File: src/pkg/cam_pkg.sv
`default_nettype none
package cam_pkg;

    // ************************************************************
    // Clock and line timing
    // ************************************************************
    localparam int SYS_CLK_MHZ   = 40;
    localparam int PIX_CLK_MHZ   = 36;
    localparam int LINE_PIX_CLKS = 780;
    // A line period is the longest a line may take, so round down
    localparam int LINE_CYCLES   = LINE_PIX_CLKS * SYS_CLK_MHZ / PIX_CLK_MHZ;
    localparam logic [9:0] LINE_LAST = 10'(LINE_CYCLES - 1);

    // Glitch filter: half the shortest legal pulse, rounded up
    localparam int FILTER_NS     = 1000;
    localparam int FILTER_CYCLES = (FILTER_NS * SYS_CLK_MHZ + 999) / 1000;
    localparam logic [5:0] FILTER_LAST = 6'(FILTER_CYCLES - 1);

    // ************************************************************
    // Frame geometry
    // ************************************************************
    localparam logic [9:0] ACTIVE_LINES  = 10'h1EE;
    localparam logic [9:0] FULL_FRAME    = 10'h1F4;
    localparam logic [9:0] PART_OVERHEAD = 10'h025;
    localparam logic [9:0] MIN_WINDOW    = 10'h078;

    // ************************************************************
    // Reset values
    // ************************************************************
    localparam logic [9:0]  DEF_START   = 10'h000;
    localparam logic [9:0]  DEF_WIDTH   = 10'h1EE;
    localparam logic [15:0] DEF_SHUTTER = 16'h01F4;
    localparam logic        POL_NEG     = 1'b0;

    typedef enum logic [1:0]
    {
        ST_IDLE   = 2'b00,
        ST_EXPOSE = 2'b01,
        ST_FREE   = 2'b11
    } state_e;

endpackage
`default_nettype wire

File: src/pkg/line_if.sv
`timescale 1ns/100ps
`default_nettype none
interface line_if;
    logic       restart;
    logic       oneshot;
    logic [9:0] frame_lines;
    logic       running;
    logic [9:0] line_cnt;

    modport ctrl  (output restart, output oneshot, output frame_lines,
                   input running, input line_cnt);
    modport timer (input restart, input oneshot, input frame_lines,
                   output running, output line_cnt);
endinterface
`default_nettype wire

File: src/core/line_timer.sv
`timescale 1ns/100ps
`default_nettype none
module line_timer
(
    // Clock and reset
    input  wire logic sys_clk,
    input  wire logic sys_rst,
    input  wire logic clk_en,
    // Readout control
    line_if.timer     lif
);

    // ************************************************************
    // Line and frame counters
    // ************************************************************
    logic [9:0] sub;
    logic       sub_last;
    logic       frame_last;

    assign sub_last   = (sub == cam_pkg::LINE_LAST);
    assign frame_last = (lif.line_cnt == lif.frame_lines - 10'h001);

    // Restart wins over a frame end, so a new exposure never loses its readout
    always_ff @(posedge sys_clk)
    begin
        if (sys_rst)
        begin
            sub          <= 10'h000;
            lif.line_cnt <= 10'h000;
            lif.running  <= 1'b0;
        end
        else if (clk_en)
        begin
            if (lif.restart)
            begin
                sub          <= 10'h000;
                lif.line_cnt <= 10'h000;
                lif.running  <= 1'b1;
            end
            else if (lif.running)
            begin
                sub <= sub_last ? 10'h000 : sub + 10'h001;
                if (sub_last)
                begin
                    lif.line_cnt <= frame_last ? 10'h000 : lif.line_cnt + 10'h001;
                    lif.running  <= !(frame_last && lif.oneshot);
                end
            end
        end
    end

    // ************************************************************
    // Checks
    // ************************************************************
    line_step_a: assert property (@(posedge sys_clk) disable iff (sys_rst)
        clk_en && lif.running && !lif.restart && !sub_last |=> $stable(lif.line_cnt))
        else $error("line count moved inside a line period");
    line_wrap_a: assert property (@(posedge sys_clk) disable iff (sys_rst)
        clk_en && lif.running && !lif.restart && sub_last && !frame_last
        |=> lif.line_cnt == $past(lif.line_cnt) + 10'h001 && sub == 10'h000)
        else $error("line did not advance after its period");

endmodule
`default_nettype wire

File: src/core/exposure_ctrl.sv
`timescale 1ns/100ps
`default_nettype none
// Function
// - Full frame reads out in about 1/92s
// - Partial scan outputs only window lines
// - Trigger and restart modes never both active
// - Trigger arrives only on the CC1 input
// - Polarity selects falling or rising start edge
// - Fixed mode ends after programmed shutter time
// - Pulse mode exposes while trigger stays active
// - Frame-sync pulses arrive only on CC1
// - Restart mode exposure equals sync pulse interval
// - Line period is 780 pixel clocks
// - Polarity selectable, negative after reset
// - Window at least 120 lines, single-line steps
module exposure_ctrl
(
    // Clock and reset
    input  wire logic        sys_clk,
    input  wire logic        sys_rst,
    input  wire logic        clk_en,
    // Configuration, taken on cfg_update
    input  wire logic        cfg_update,
    input  wire logic        partial_scan,
    input  wire logic [9:0]  window_start,
    input  wire logic [9:0]  window_lines,
    input  wire logic        trig_mode_en,
    input  wire logic        trig_pulse_width,
    input  wire logic        restart_mode_en,
    input  wire logic        trig_polarity_pos,
    input  wire logic [15:0] shutter_lines,
    // Camera link control line
    input  wire logic        trigger_or_frame_sync_input,
    // Status
    output logic             exposing,
    output logic             frame_valid,
    output logic             line_valid,
    output logic [9:0]       line_number,
    output logic             mode_conflict
);

    // ************************************************************
    // Helpers and shared state
    // ************************************************************
    function automatic logic [9:0] clamp(input logic [9:0] v, input logic [9:0] lo,
                                         input logic [9:0] hi);
        clamp = (v < lo) ? lo : ((v > hi) ? hi : v);
    endfunction

    line_if lif ();

    line_timer u_timer
    (
        .sys_clk (sys_clk),
        .sys_rst (sys_rst),
        .clk_en  (clk_en),
        .lif     (lif)
    );

    cam_pkg::state_e state;
    cam_pkg::state_e next_state;
    logic        sync1;
    logic        sync2;
    logic        lvl;
    logic [5:0]  flt_cnt;
    logic        act_d;
    logic        partial_q;
    logic [9:0]  start_q;
    logic [9:0]  width_q;
    logic        trig_q;
    logic        pulse_q;
    logic        rst_mode_q;
    logic        pol_q;
    logic [15:0] shut_q;
    logic [9:0]  exp_sub;
    logic [15:0] exp_lines;

    // ************************************************************
    // Input synchroniser and glitch filter
    // ************************************************************
    // Only CC1 carries trigger and frame sync; no other source exists
    always_ff @(posedge sys_clk)
    begin
        if (sys_rst)
        begin
            sync1 <= 1'b1;
            sync2 <= 1'b1;
        end
        else if (clk_en)
        begin
            sync1 <= trigger_or_frame_sync_input;
            sync2 <= sync1;
        end
    end

    // Level must hold for the filter time before it counts; costs 1us latency
    always_ff @(posedge sys_clk)
    begin
        if (sys_rst)
        begin
            lvl     <= 1'b1;
            flt_cnt <= 6'h00;
        end
        else if (clk_en)
        begin
            if (sync2 == lvl)
                flt_cnt <= 6'h00;
            else if (flt_cnt == cam_pkg::FILTER_LAST)
            begin
                lvl     <= sync2;
                flt_cnt <= 6'h00;
            end
            else
                flt_cnt <= flt_cnt + 6'h01;
        end
    end

    // Active level follows polarity; a start edge is inactive to active
    logic act_now;
    logic act_edge;
    assign act_now  = pol_q ? lvl : !lvl;
    assign act_edge = act_now && !act_d;

    always_ff @(posedge sys_clk)
    begin
        if (sys_rst)
            act_d <= 1'b0;
        else if (clk_en)
            act_d <= act_now;
    end

    // ************************************************************
    // Configuration registers
    // ************************************************************
    // Window height is clamped first, so the start can be fitted to it
    logic [9:0] next_width;
    assign next_width = clamp(window_lines, cam_pkg::MIN_WINDOW, cam_pkg::ACTIVE_LINES);

    // Restart request is dropped when trigger mode is also asked for
    always_ff @(posedge sys_clk)
    begin
        if (sys_rst)
        begin
            partial_q  <= 1'b0;
            start_q    <= cam_pkg::DEF_START;
            width_q    <= cam_pkg::DEF_WIDTH;
            trig_q     <= 1'b0;
            pulse_q    <= 1'b0;
            rst_mode_q <= 1'b0;
            pol_q      <= cam_pkg::POL_NEG;
            shut_q     <= cam_pkg::DEF_SHUTTER;
        end
        else if (clk_en && cfg_update)
        begin
            partial_q  <= partial_scan;
            width_q    <= next_width;
            start_q    <= clamp(window_start, 10'h000, cam_pkg::ACTIVE_LINES - next_width);
            trig_q     <= trig_mode_en;
            pulse_q    <= trig_pulse_width;
            rst_mode_q <= restart_mode_en && !trig_mode_en;
            pol_q      <= trig_polarity_pos;
            shut_q     <= (shutter_lines == 16'h0000) ? 16'h0001 : shutter_lines;
        end
    end

    // ************************************************************
    // Exposure state machine
    // ************************************************************
    logic free_mode;
    logic exp_done;
    logic start_read;
    assign free_mode = !trig_q && !rst_mode_q;
    assign exp_done  = (exp_lines == shut_q - 16'h0001) && (exp_sub == cam_pkg::LINE_LAST);
    assign lif.oneshot     = !free_mode;
    assign lif.frame_lines = partial_q ? width_q + cam_pkg::PART_OVERHEAD
                                       : cam_pkg::FULL_FRAME;
    assign lif.restart     = start_read;

    // Readout starts when an exposure ends, on each sync edge after the first in restart mode, or at entry to free run
    always_comb
    begin
        next_state = state;
        start_read = 1'b0;
        unique case (state)
            cam_pkg::ST_IDLE:
            begin
                if (free_mode)
                begin
                    next_state = cam_pkg::ST_FREE;
                    start_read = 1'b1;
                end
                else if (act_edge && (rst_mode_q || !lif.running))
                    next_state = cam_pkg::ST_EXPOSE;
            end
            cam_pkg::ST_EXPOSE:
            begin
                if (free_mode)
                    next_state = cam_pkg::ST_IDLE;
                else if (rst_mode_q)
                    start_read = act_edge;
                else if (pulse_q ? !act_now : exp_done)
                begin
                    next_state = cam_pkg::ST_IDLE;
                    start_read = 1'b1;
                end
            end
            cam_pkg::ST_FREE:
                if (!free_mode)
                    next_state = cam_pkg::ST_IDLE;
            default:
                next_state = cam_pkg::ST_IDLE;
        endcase
    end

    always_ff @(posedge sys_clk)
    begin
        if (sys_rst)
            state <= cam_pkg::ST_IDLE;
        else if (clk_en)
            state <= next_state;
    end

    // Fixed exposure timer, counted in whole lines from the start edge
    always_ff @(posedge sys_clk)
    begin
        if (sys_rst || !clk_en)
        begin
            if (sys_rst)
            begin
                exp_sub   <= 10'h000;
                exp_lines <= 16'h0000;
            end
        end
        else if (state != cam_pkg::ST_EXPOSE)
        begin
            exp_sub   <= 10'h000;
            exp_lines <= 16'h0000;
        end
        else
        begin
            exp_sub <= (exp_sub == cam_pkg::LINE_LAST) ? 10'h000 : exp_sub + 10'h001;
            if (exp_sub == cam_pkg::LINE_LAST)
                exp_lines <= exp_lines + 16'h0001;
        end
    end

    // ************************************************************
    // Outputs
    // ************************************************************
    logic       next_exposing;
    logic       next_line_valid;
    logic [9:0] lines_left;
    assign lines_left      = lif.frame_lines - lif.line_cnt;
    // Free run exposes over the last shutter lines of each frame
    assign next_exposing   = (state == cam_pkg::ST_EXPOSE) ||
                             (state == cam_pkg::ST_FREE && {6'h00, lines_left} <= shut_q);
    assign next_line_valid = lif.running && (lif.line_cnt <
                             (partial_q ? width_q : cam_pkg::ACTIVE_LINES));

    always_ff @(posedge sys_clk)
    begin
        if (sys_rst)
        begin
            exposing      <= 1'b0;
            frame_valid   <= 1'b0;
            line_valid    <= 1'b0;
            line_number   <= 10'h000;
            mode_conflict <= 1'b0;
        end
        else if (clk_en)
        begin
            exposing      <= next_exposing;
            frame_valid   <= lif.running;
            line_valid    <= next_line_valid;
            line_number   <= lif.line_cnt + (partial_q ? start_q : 10'h000);
            mode_conflict <= trig_mode_en && restart_mode_en && cfg_update ? 1'b1 :
                             (cfg_update ? 1'b0 : mode_conflict);
        end
    end

    // ************************************************************
    // Checks
    // ************************************************************
    mode_excl_a: assert property (@(posedge sys_clk) disable iff (sys_rst)
        !(trig_q && rst_mode_q))
        else $error("trigger and restart modes both active");
    full_frame_a: assert property (@(posedge sys_clk) disable iff (sys_rst)
        !partial_q |-> lif.frame_lines == 10'h1F4)
        else $error("full frame length wrong");
    window_min_a: assert property (@(posedge sys_clk) disable iff (sys_rst)
        width_q >= 10'h078 && start_q + width_q <= 10'h1EE)
        else $error("window outside limits");
    window_skip_a: assert property (@(posedge sys_clk) disable iff (sys_rst)
        line_valid && $past(partial_q) |-> line_number >= $past(start_q)
        && line_number < $past(start_q) + $past(width_q))
        else $error("line outside window sent");
    fixed_end_a: assert property (@(posedge sys_clk) disable iff (sys_rst)
        clk_en && state == cam_pkg::ST_EXPOSE && trig_q && !pulse_q && exp_done
        |-> lif.restart ##1 state == cam_pkg::ST_IDLE)
        else $error("fixed exposure did not end on time");
    pulse_end_a: assert property (@(posedge sys_clk) disable iff (sys_rst)
        clk_en && state == cam_pkg::ST_EXPOSE && trig_q && pulse_q
        |-> (act_now ? !lif.restart : lif.restart))
        else $error("pulse exposure not tied to trigger level");
    start_edge_a: assert property (@(posedge sys_clk) disable iff (sys_rst)
        clk_en && state == cam_pkg::ST_IDLE && trig_q && !lif.running && act_edge
        |=> state == cam_pkg::ST_EXPOSE ##1 exposing)
        else $error("active edge did not start exposure");
    sync_period_a: assert property (@(posedge sys_clk) disable iff (sys_rst)
        clk_en && state == cam_pkg::ST_EXPOSE && rst_mode_q && act_edge
        |-> lif.restart ##2 exposing)
        else $error("frame sync did not restart exposure");
    glitch_a: assert property (@(posedge sys_clk) disable iff (sys_rst)
        $changed(lvl) |-> $past(flt_cnt) == cam_pkg::FILTER_LAST)
        else $error("filtered level changed early");
    pol_reset_a: assert property (@(posedge sys_clk)
        $past(sys_rst) |-> pol_q == 1'b0)
        else $error("polarity not negative after reset");

    fixed_cov_c:   cover property (@(posedge sys_clk) disable iff (sys_rst)
        trig_q && !pulse_q && exp_done);
    restart_cov_c: cover property (@(posedge sys_clk) disable iff (sys_rst)
        rst_mode_q && lif.restart);
    partial_cov_c: cover property (@(posedge sys_clk) disable iff (sys_rst)
        partial_q && line_valid);

endmodule
`default_nettype wire

File: config.mk
export PLATFORM = sky130hd
export DESIGN_NAME = exposure_ctrl
export DESIGN_NICKNAME = d
export VERILOG_FILES = /design/src/pkg/cam_pkg.sv /design/src/pkg/line_if.sv /design/src/core/line_timer.sv /design/src/core/exposure_ctrl.sv
export SDC_FILE = /design/constraint.sdc
export NUM_CORES = 1
export LEC_CHECK = 0
export BUFFER_PORTS_ARGS = -buffer_cell sky130_fd_sc_hd__buf_2
export CORE_ASPECT_RATIO = 0.5
export CORE_MARGIN = 4
export CORE_UTILIZATION = 30
export CTS_CLUSTER_DIAMETER = 120
export DETAILED_ROUTE_END_ITERATION = 7
export SLEW_MARGIN = 20
export SYNTH_ARGS = -nofsm -noshare
export SYNTH_HDL_FRONTEND = slang
export SYNTH_HIERARCHICAL = 1
export SYNTH_SLANG_ARGS = --single-unit
File: constraint.sdc
create_clock -name sys_clk -period 4.45 [get_ports sys_clk]
set_input_delay 0.2225 -clock sys_clk [delete_from_list [all_inputs] [get_ports sys_clk]]
set_output_delay 0.2225 -clock sys_clk [all_outputs]
set_load 0.03 [all_outputs]
# == Yosys cells after proc, flatten, opt, wreduce, memory -nomap -nowiden ==
# Index checks and enable logic that the tools add are counted.
# classes
n_lt_le_gt_ge,6
n_bitwise,1
eq_ne,14
n_mux,44
n_reduce_logical,36
add_sub_neg,11
# op_table
op,n
$mux 10,18
$mux 16,5
$add 10x1->10 const B,3
$eq 10x10->1 const B,2
$add 16x1->16 const B,1
$eq 16x16->1,1
$le 10x16->1,1
$logic_not 16->1,1
$sub 16x1->16 const B,1
$mux 2,6
$mux 6,2
$logic_and 1x1->1,11
$mux 1,11
$add 10x10->10,1
$add 10x6->10 const B,1
$eq 10x10->1,1
$gt 10x10->1,1
$gt 10x9->1 const B,1
$logic_not 1->1,10
$lt 10x1->1 const B,1
$lt 10x10->1,1
$lt 10x7->1 const B,1
$sub 10x1->10 const B,1
$sub 10x10->10,1
19 further kinds,29
# word_totals
regBits,114
elab_cells,136
inputBits,46

# == Longest topological paths before layout ==
# depth
depth_word,10
depth_mapped,20
mapped_depth_nobuf,19

# == Hierarchy ==
# The synthesis kept the hierarchy.
# by_module_without_submodules
module,area_each_um2,instances,seq_area_each_um2,cells_per_inst
exposure_ctrl,6556.3,1,2122.0,802
line_timer,1367.6,1,420.4,166

# == Worst setup path before layout ==
# OpenSTA, ideal clock, no wires.
# synth_path
kind,reg2reg
from,reg shut_q[2]
to,reg u_timer.lif.line_cnt[8]
period_less_slack_ns,3.680
n_path_buf,1
setup_time_ns,0.103
t_required_ns,4.347
stages_incl_launch_ff,15
path_slack_ns,0.770
arrival_time_ns,3.577
cell_sequence,dfxtp_1 > nor4_4 > and4_4 > mux2_1 > mux2i_1 > a21oi_1 > nor4_2 > a2111oi_1 > nor3_1 > o21a_1 > o21a_1 > buf_4 > nand4_1 > xor2_1 > a2111oi_2
# synth_via
elab_chain_len,10
word_cells_on_any_way,12
cone_classes,add/sub: 1; eq/ne: 1; mux: 6; reduce/logical: 4
# synth_lines
item,line,text
"start, declared",exposure_ctrl.sv:74,logic [15:0] shut_q;
"start signal, assigned",exposure_ctrl.sv:151,shut_q <= cam_pkg::DEF_SHUTTER;
"start signal, assigned",exposure_ctrl.sv:162,shut_q <= (shutter_lines == 16'h0000) ? 16'h0001 : shutter_lines;
$sub 16x1->16 *,exposure_ctrl.sv:173,assign exp_done = (exp_lines == shut_q - 16'h0001) && (exp_sub == cam_pkg::LINE_LAST);
$eq 16x16->1 *,exposure_ctrl.sv:173,
$logic_and 1x1->1 *,exposure_ctrl.sv:173,
$mux 1 * (2 in series),exposure_ctrl.sv:201,else if (pulse_q ? !act_now : exp_done)
$mux 1 *,exposure_ctrl.sv:199,else if (rst_mode_q)
$mux 1 *,exposure_ctrl.sv:197,if (free_mode)
$pmux 1 s2 *,exposure_ctrl.sv:184,unique case (state)
via lif.restart,line_if.sv:4,logic restart;
$reduce_bool 2->1 (no line),n/a,
$reduce_and 3->1 (no line),n/a,
"end signal, assigned",line_timer.sv:45,lif.line_cnt <= frame_last ? 10'h000 : lif.line_cnt + 10'h001;
"end, declared",line_if.sv:13,"output running, output line_cnt);"
# Mark *: on every way through the listed nets, which the timed path passes. The rest lies on a longest branch.
# A chain may end at the register's enable or synchronous reset.

# == Worst setup path in the final report ==
# Same ends and word-level chain as after synthesis.

==> results.yml <==
logic_synthesis:
  netlist_instances: 968
  synth-edff-count: 26
  number_of_synthesis_warnings: 6
  mappedNetlistArea_um2: 7924
  postSynthRegisterBits: 114
  syn_avg_cell_area_um2: 8.186
  synth_cell_type_count: 79
  dominantRegCellSynth: "sky130_fd_sc_hd__dfxtp_1"
  synth_async_reset_ratio: 0
  mapped_nets: 1074
  seq_area_frac_synth: 0.3209
sta:
  rsz0062_at_grt: "no"
  tightest_slew_ns: 0.8310
  finalMaxSlewViolations: 0
  achievable-frequency_mhz: 251.9
  finClkSkew_ns: 0.008738
  fin_hold_ws_ns: 0.04624
  final_hold_viol_count: 0
  setup_viol_count_final: 0
  totalNegativeSetupSlack_ns: 0
  maxSlewHeadroom: 0.4409
  worst_path_setup_slack_after_routing_ns: 0.4797
  layout_worst_path_cycle_share: 0.8922
  min_clock_period_post_route_ns: 3.970
worst_setup_path:
  worstPathRequired_ns: 4.75
  cp.arrival_ns: 4.27
  regToRegStartpoint: "shut_q[2]"
  worstSetupEndpointType: "register"
  start_kind: "register"
  timing.reg2reg.worst_path_depth: 13
  endpoint: "u_timer/lif.line_cnt[8]"
  path_class: "register to register"
  worstPathMaxFanout: 9
  timing.reg2reg.setup_slack_ns: 0.48
  crit_path_start: "shut_q[2]"
  worstReg2RegEnd: "u_timer/lif.line_cnt[8]"
floorplanning:
  floorplan.die_area_um2: 29240
  placeableCoreArea_um2: 25600
  floorplan.die.height_um: 122.9
  placement_rows: 41
  die-width_um: 237.8
  io_pins: 60
  floorplan.initialDensity: 0.3095
cells_and_area:
  area_growth_syn_to_layout_pct: 16.63
  n_antenna_cell: 0
  finish.net_count: 1125
  mostFrequentLayoutCell: "sky130_fd_sc_hd__nand2_1"
  layout-drive-gt1-share: 0.1202
  top_library_cells_by_usage_in_the_layout_fill_and_taps_aside: "sky130_fd_sc_hd__nand2_1 (109), sky130_fd_sc_hd__nor2_1 (107), sky130_fd_sc_hd__dfxtp_1 (88)"
  fill_cells: 2571
  fin_util: 0.3610
drt:
  routedWlPerCell_um: 14.56
  routed_wirelength_um: 20030
  firstDrtPassIters: 5
  drt_iter0_markers: 447
  detail_route.drc_violations: 0
  avgViaCountPerCell: 5.057
  route.vias.total: 6958
  final_antenna_net_count: 0
run_status:
  status: "finished clean"
power_and_ir_drop:
  comb_power_share: 0.148
  leakagePower_nw: 3.690
  swShare: 0.2591
  cellInternalPower_mw: 2.321
  pwr-share-clk: 0.477
  switchingPower_mw: 0.8117
  design_power_total_mw: 3.133
  power_density_of_the_placed_cells_nw_per_um2: 339.0
  share_seq_of_total_power: 0.375
  vdd.ir_drop.worst_mv: 0.2565
placement:
  hpwl_detailed_um: 15070
  portBuffers: 59
  pre_cts_slack_ns: 0.4644
  gp_congestion: 0.9009
grt:
  grt_start_max_net_pins: 49
  grt_first_pass_wirelength_um: 33200
  grt_remaining_overflow: 0
  grt_antenna_before_repair: 0
  grt_util_all_layers: 0.1405
  first_global_vias: 6587
clock_network:
  clk-insertion-delay-late_ns: 0.42
  max_h_tree_level: 4
  clkSlewWorstSetupHoldPaths_ns: 0.05
  clock-root-buffer: "sky130_fd_sc_hd__clkbuf_16"
  clkSinkCount: 114
  post_cts.resized_instances: 0
  cts_tree: "built"
  max-clock-path-buffers: 2
  cts_buffers: 17
flow_run:
  timing.max_cap.violations: 0
min_path:
  hold_class: "primary input to register"
## area by class of cell
type                            instances  area [um^2]  area share
Inverter                               47        176.4     0.01909
Clock inverter                         12        185.2     0.02004
Sequential cell                       114         2542      0.2751
Timing Repair Buffer                   74        410.4     0.04441
Tap cell                              344        430.4     0.04657
Multi-Input combinational cell        765         5039      0.5452
Clock buffer                           20        457.9     0.04955
## sequential cells by signal, indices dropped and copies added (netlist names), 2 cells and up
name and cells:
exp_lines 16, shut_q 16, exp_sub 10, line_number 10, start_q 10, u_timer/lif.line_cnt 10, u_timer/sub 10, width_q 10
flt_cnt 6, state 2
## layer usage
layer / global-route usage / vias up / wire length (um)
li1: - / 3531 / -
met1: 0.1827 / 3292 / 9729
met2: 0.2380 / 116 / 9301
met3: 0.02741 / 19 / 743
met4: 0.04481 / 0 / 255
met5: 0 / - / 0
## how the worst min path moves through the flow
stage	start	endpoint	slack [ns]	cells past startpoint
finish	trig_pulse_width	pulse_q	0.05	3
global route	shutter_lines[8]	shut_q[8]	0.03	3
CTS	shutter_lines[8]	shut_q[8]	0.02	3
detailed placement	trigger_or_frame_sync_input	sync1	0.44	2
global placement	trigger_or_frame_sync_input	sync1	0.43	2
floorplan	sys_rst	u_timer/lif.line_cnt[8]	0.29	1
## what timing repair did
item | 4_1_cts | 5_1_grt
buffers inserted | 0 | 0
hold endpoints to repair | 1 | 0
hold buffers | 1 | 0
## metrics by stage
stage	instance area, um^2	instances
2_1_floorplan	7924	968
3_3_place_gp	8588	1343
3_5_place_dp	8588	1343
4_1_cts	9241	1376
5_1_grt	9241	1376
6_report	9241	1376
## Yosys cell counts, drive strengths merged, types with 26 or more instances
master | n | share of area
a21oi | 61 | 0.039
clkbuf | 29 | 0.014
dfxtp | 88 | 0.22
edfxtp | 26 | 0.099
ha | 58 | 0.092
inv | 47 | 0.022
nand2 | 109 | 0.052
nand3 | 36 | 0.023
nor2 | 108 | 0.051
o21ai | 26 | 0.016
xnor2 | 55 | 0.061
xor2 | 38 | 0.042
## cells by family (layout without fill, tap and decap cells)
group | after synthesis | count (layout) | share of synthesized area
other | 1 | 1 | 0.0004733
adders and majority gates | 60 | 60 | 0.09664
AOI/OAI and AO/OA | 197 | 197 | 0.1683
buffers and inverters | 89 | 153 | 0.04327
DFF | 114 | 114 | 0.3209
xor gates and xnor gates | 93 | 93 | 0.1028
muxes | 9 | 9 | 0.01184
and+or+nand+nor | 405 | 405 | 0.2558
## power by group through the flow
stage / Clock [mW] / Sequential (mW) / Combinational, mW
finish: 1.49 / 1.18 / 0.464
global route: 1.59 / 1.18 / 0.522
CTS: 1.52 / 1.18 / 0.464
detailed placement: 0 / 1.20 / 0.460
global placement: 0 / 1.19 / 0.450
floorplan: 0 / 1.18 / 0.340
## worst max-delay path: stages (launching register included)
cell                        delay [ns]
sky130_fd_sc_hd__dfxtp_1          0.38
sky130_fd_sc_hd__nor4_4           0.53
sky130_fd_sc_hd__and4_4           0.34
sky130_fd_sc_hd__mux2_1           0.32
sky130_fd_sc_hd__mux2i_1          0.12
sky130_fd_sc_hd__a21oi_1          0.09
sky130_fd_sc_hd__nor4_2           0.40
sky130_fd_sc_hd__a2111oi_1        0.11
sky130_fd_sc_hd__nor3_1           0.35
sky130_fd_sc_hd__o21a_1           0.29
sky130_fd_sc_hd__o21a_1           0.25
sky130_fd_sc_hd__nand4_1          0.13
sky130_fd_sc_hd__xor2_1           0.18
sky130_fd_sc_hd__a2111oi_2        0.37
Note: power is estimated with default switching activity, not from simulation.
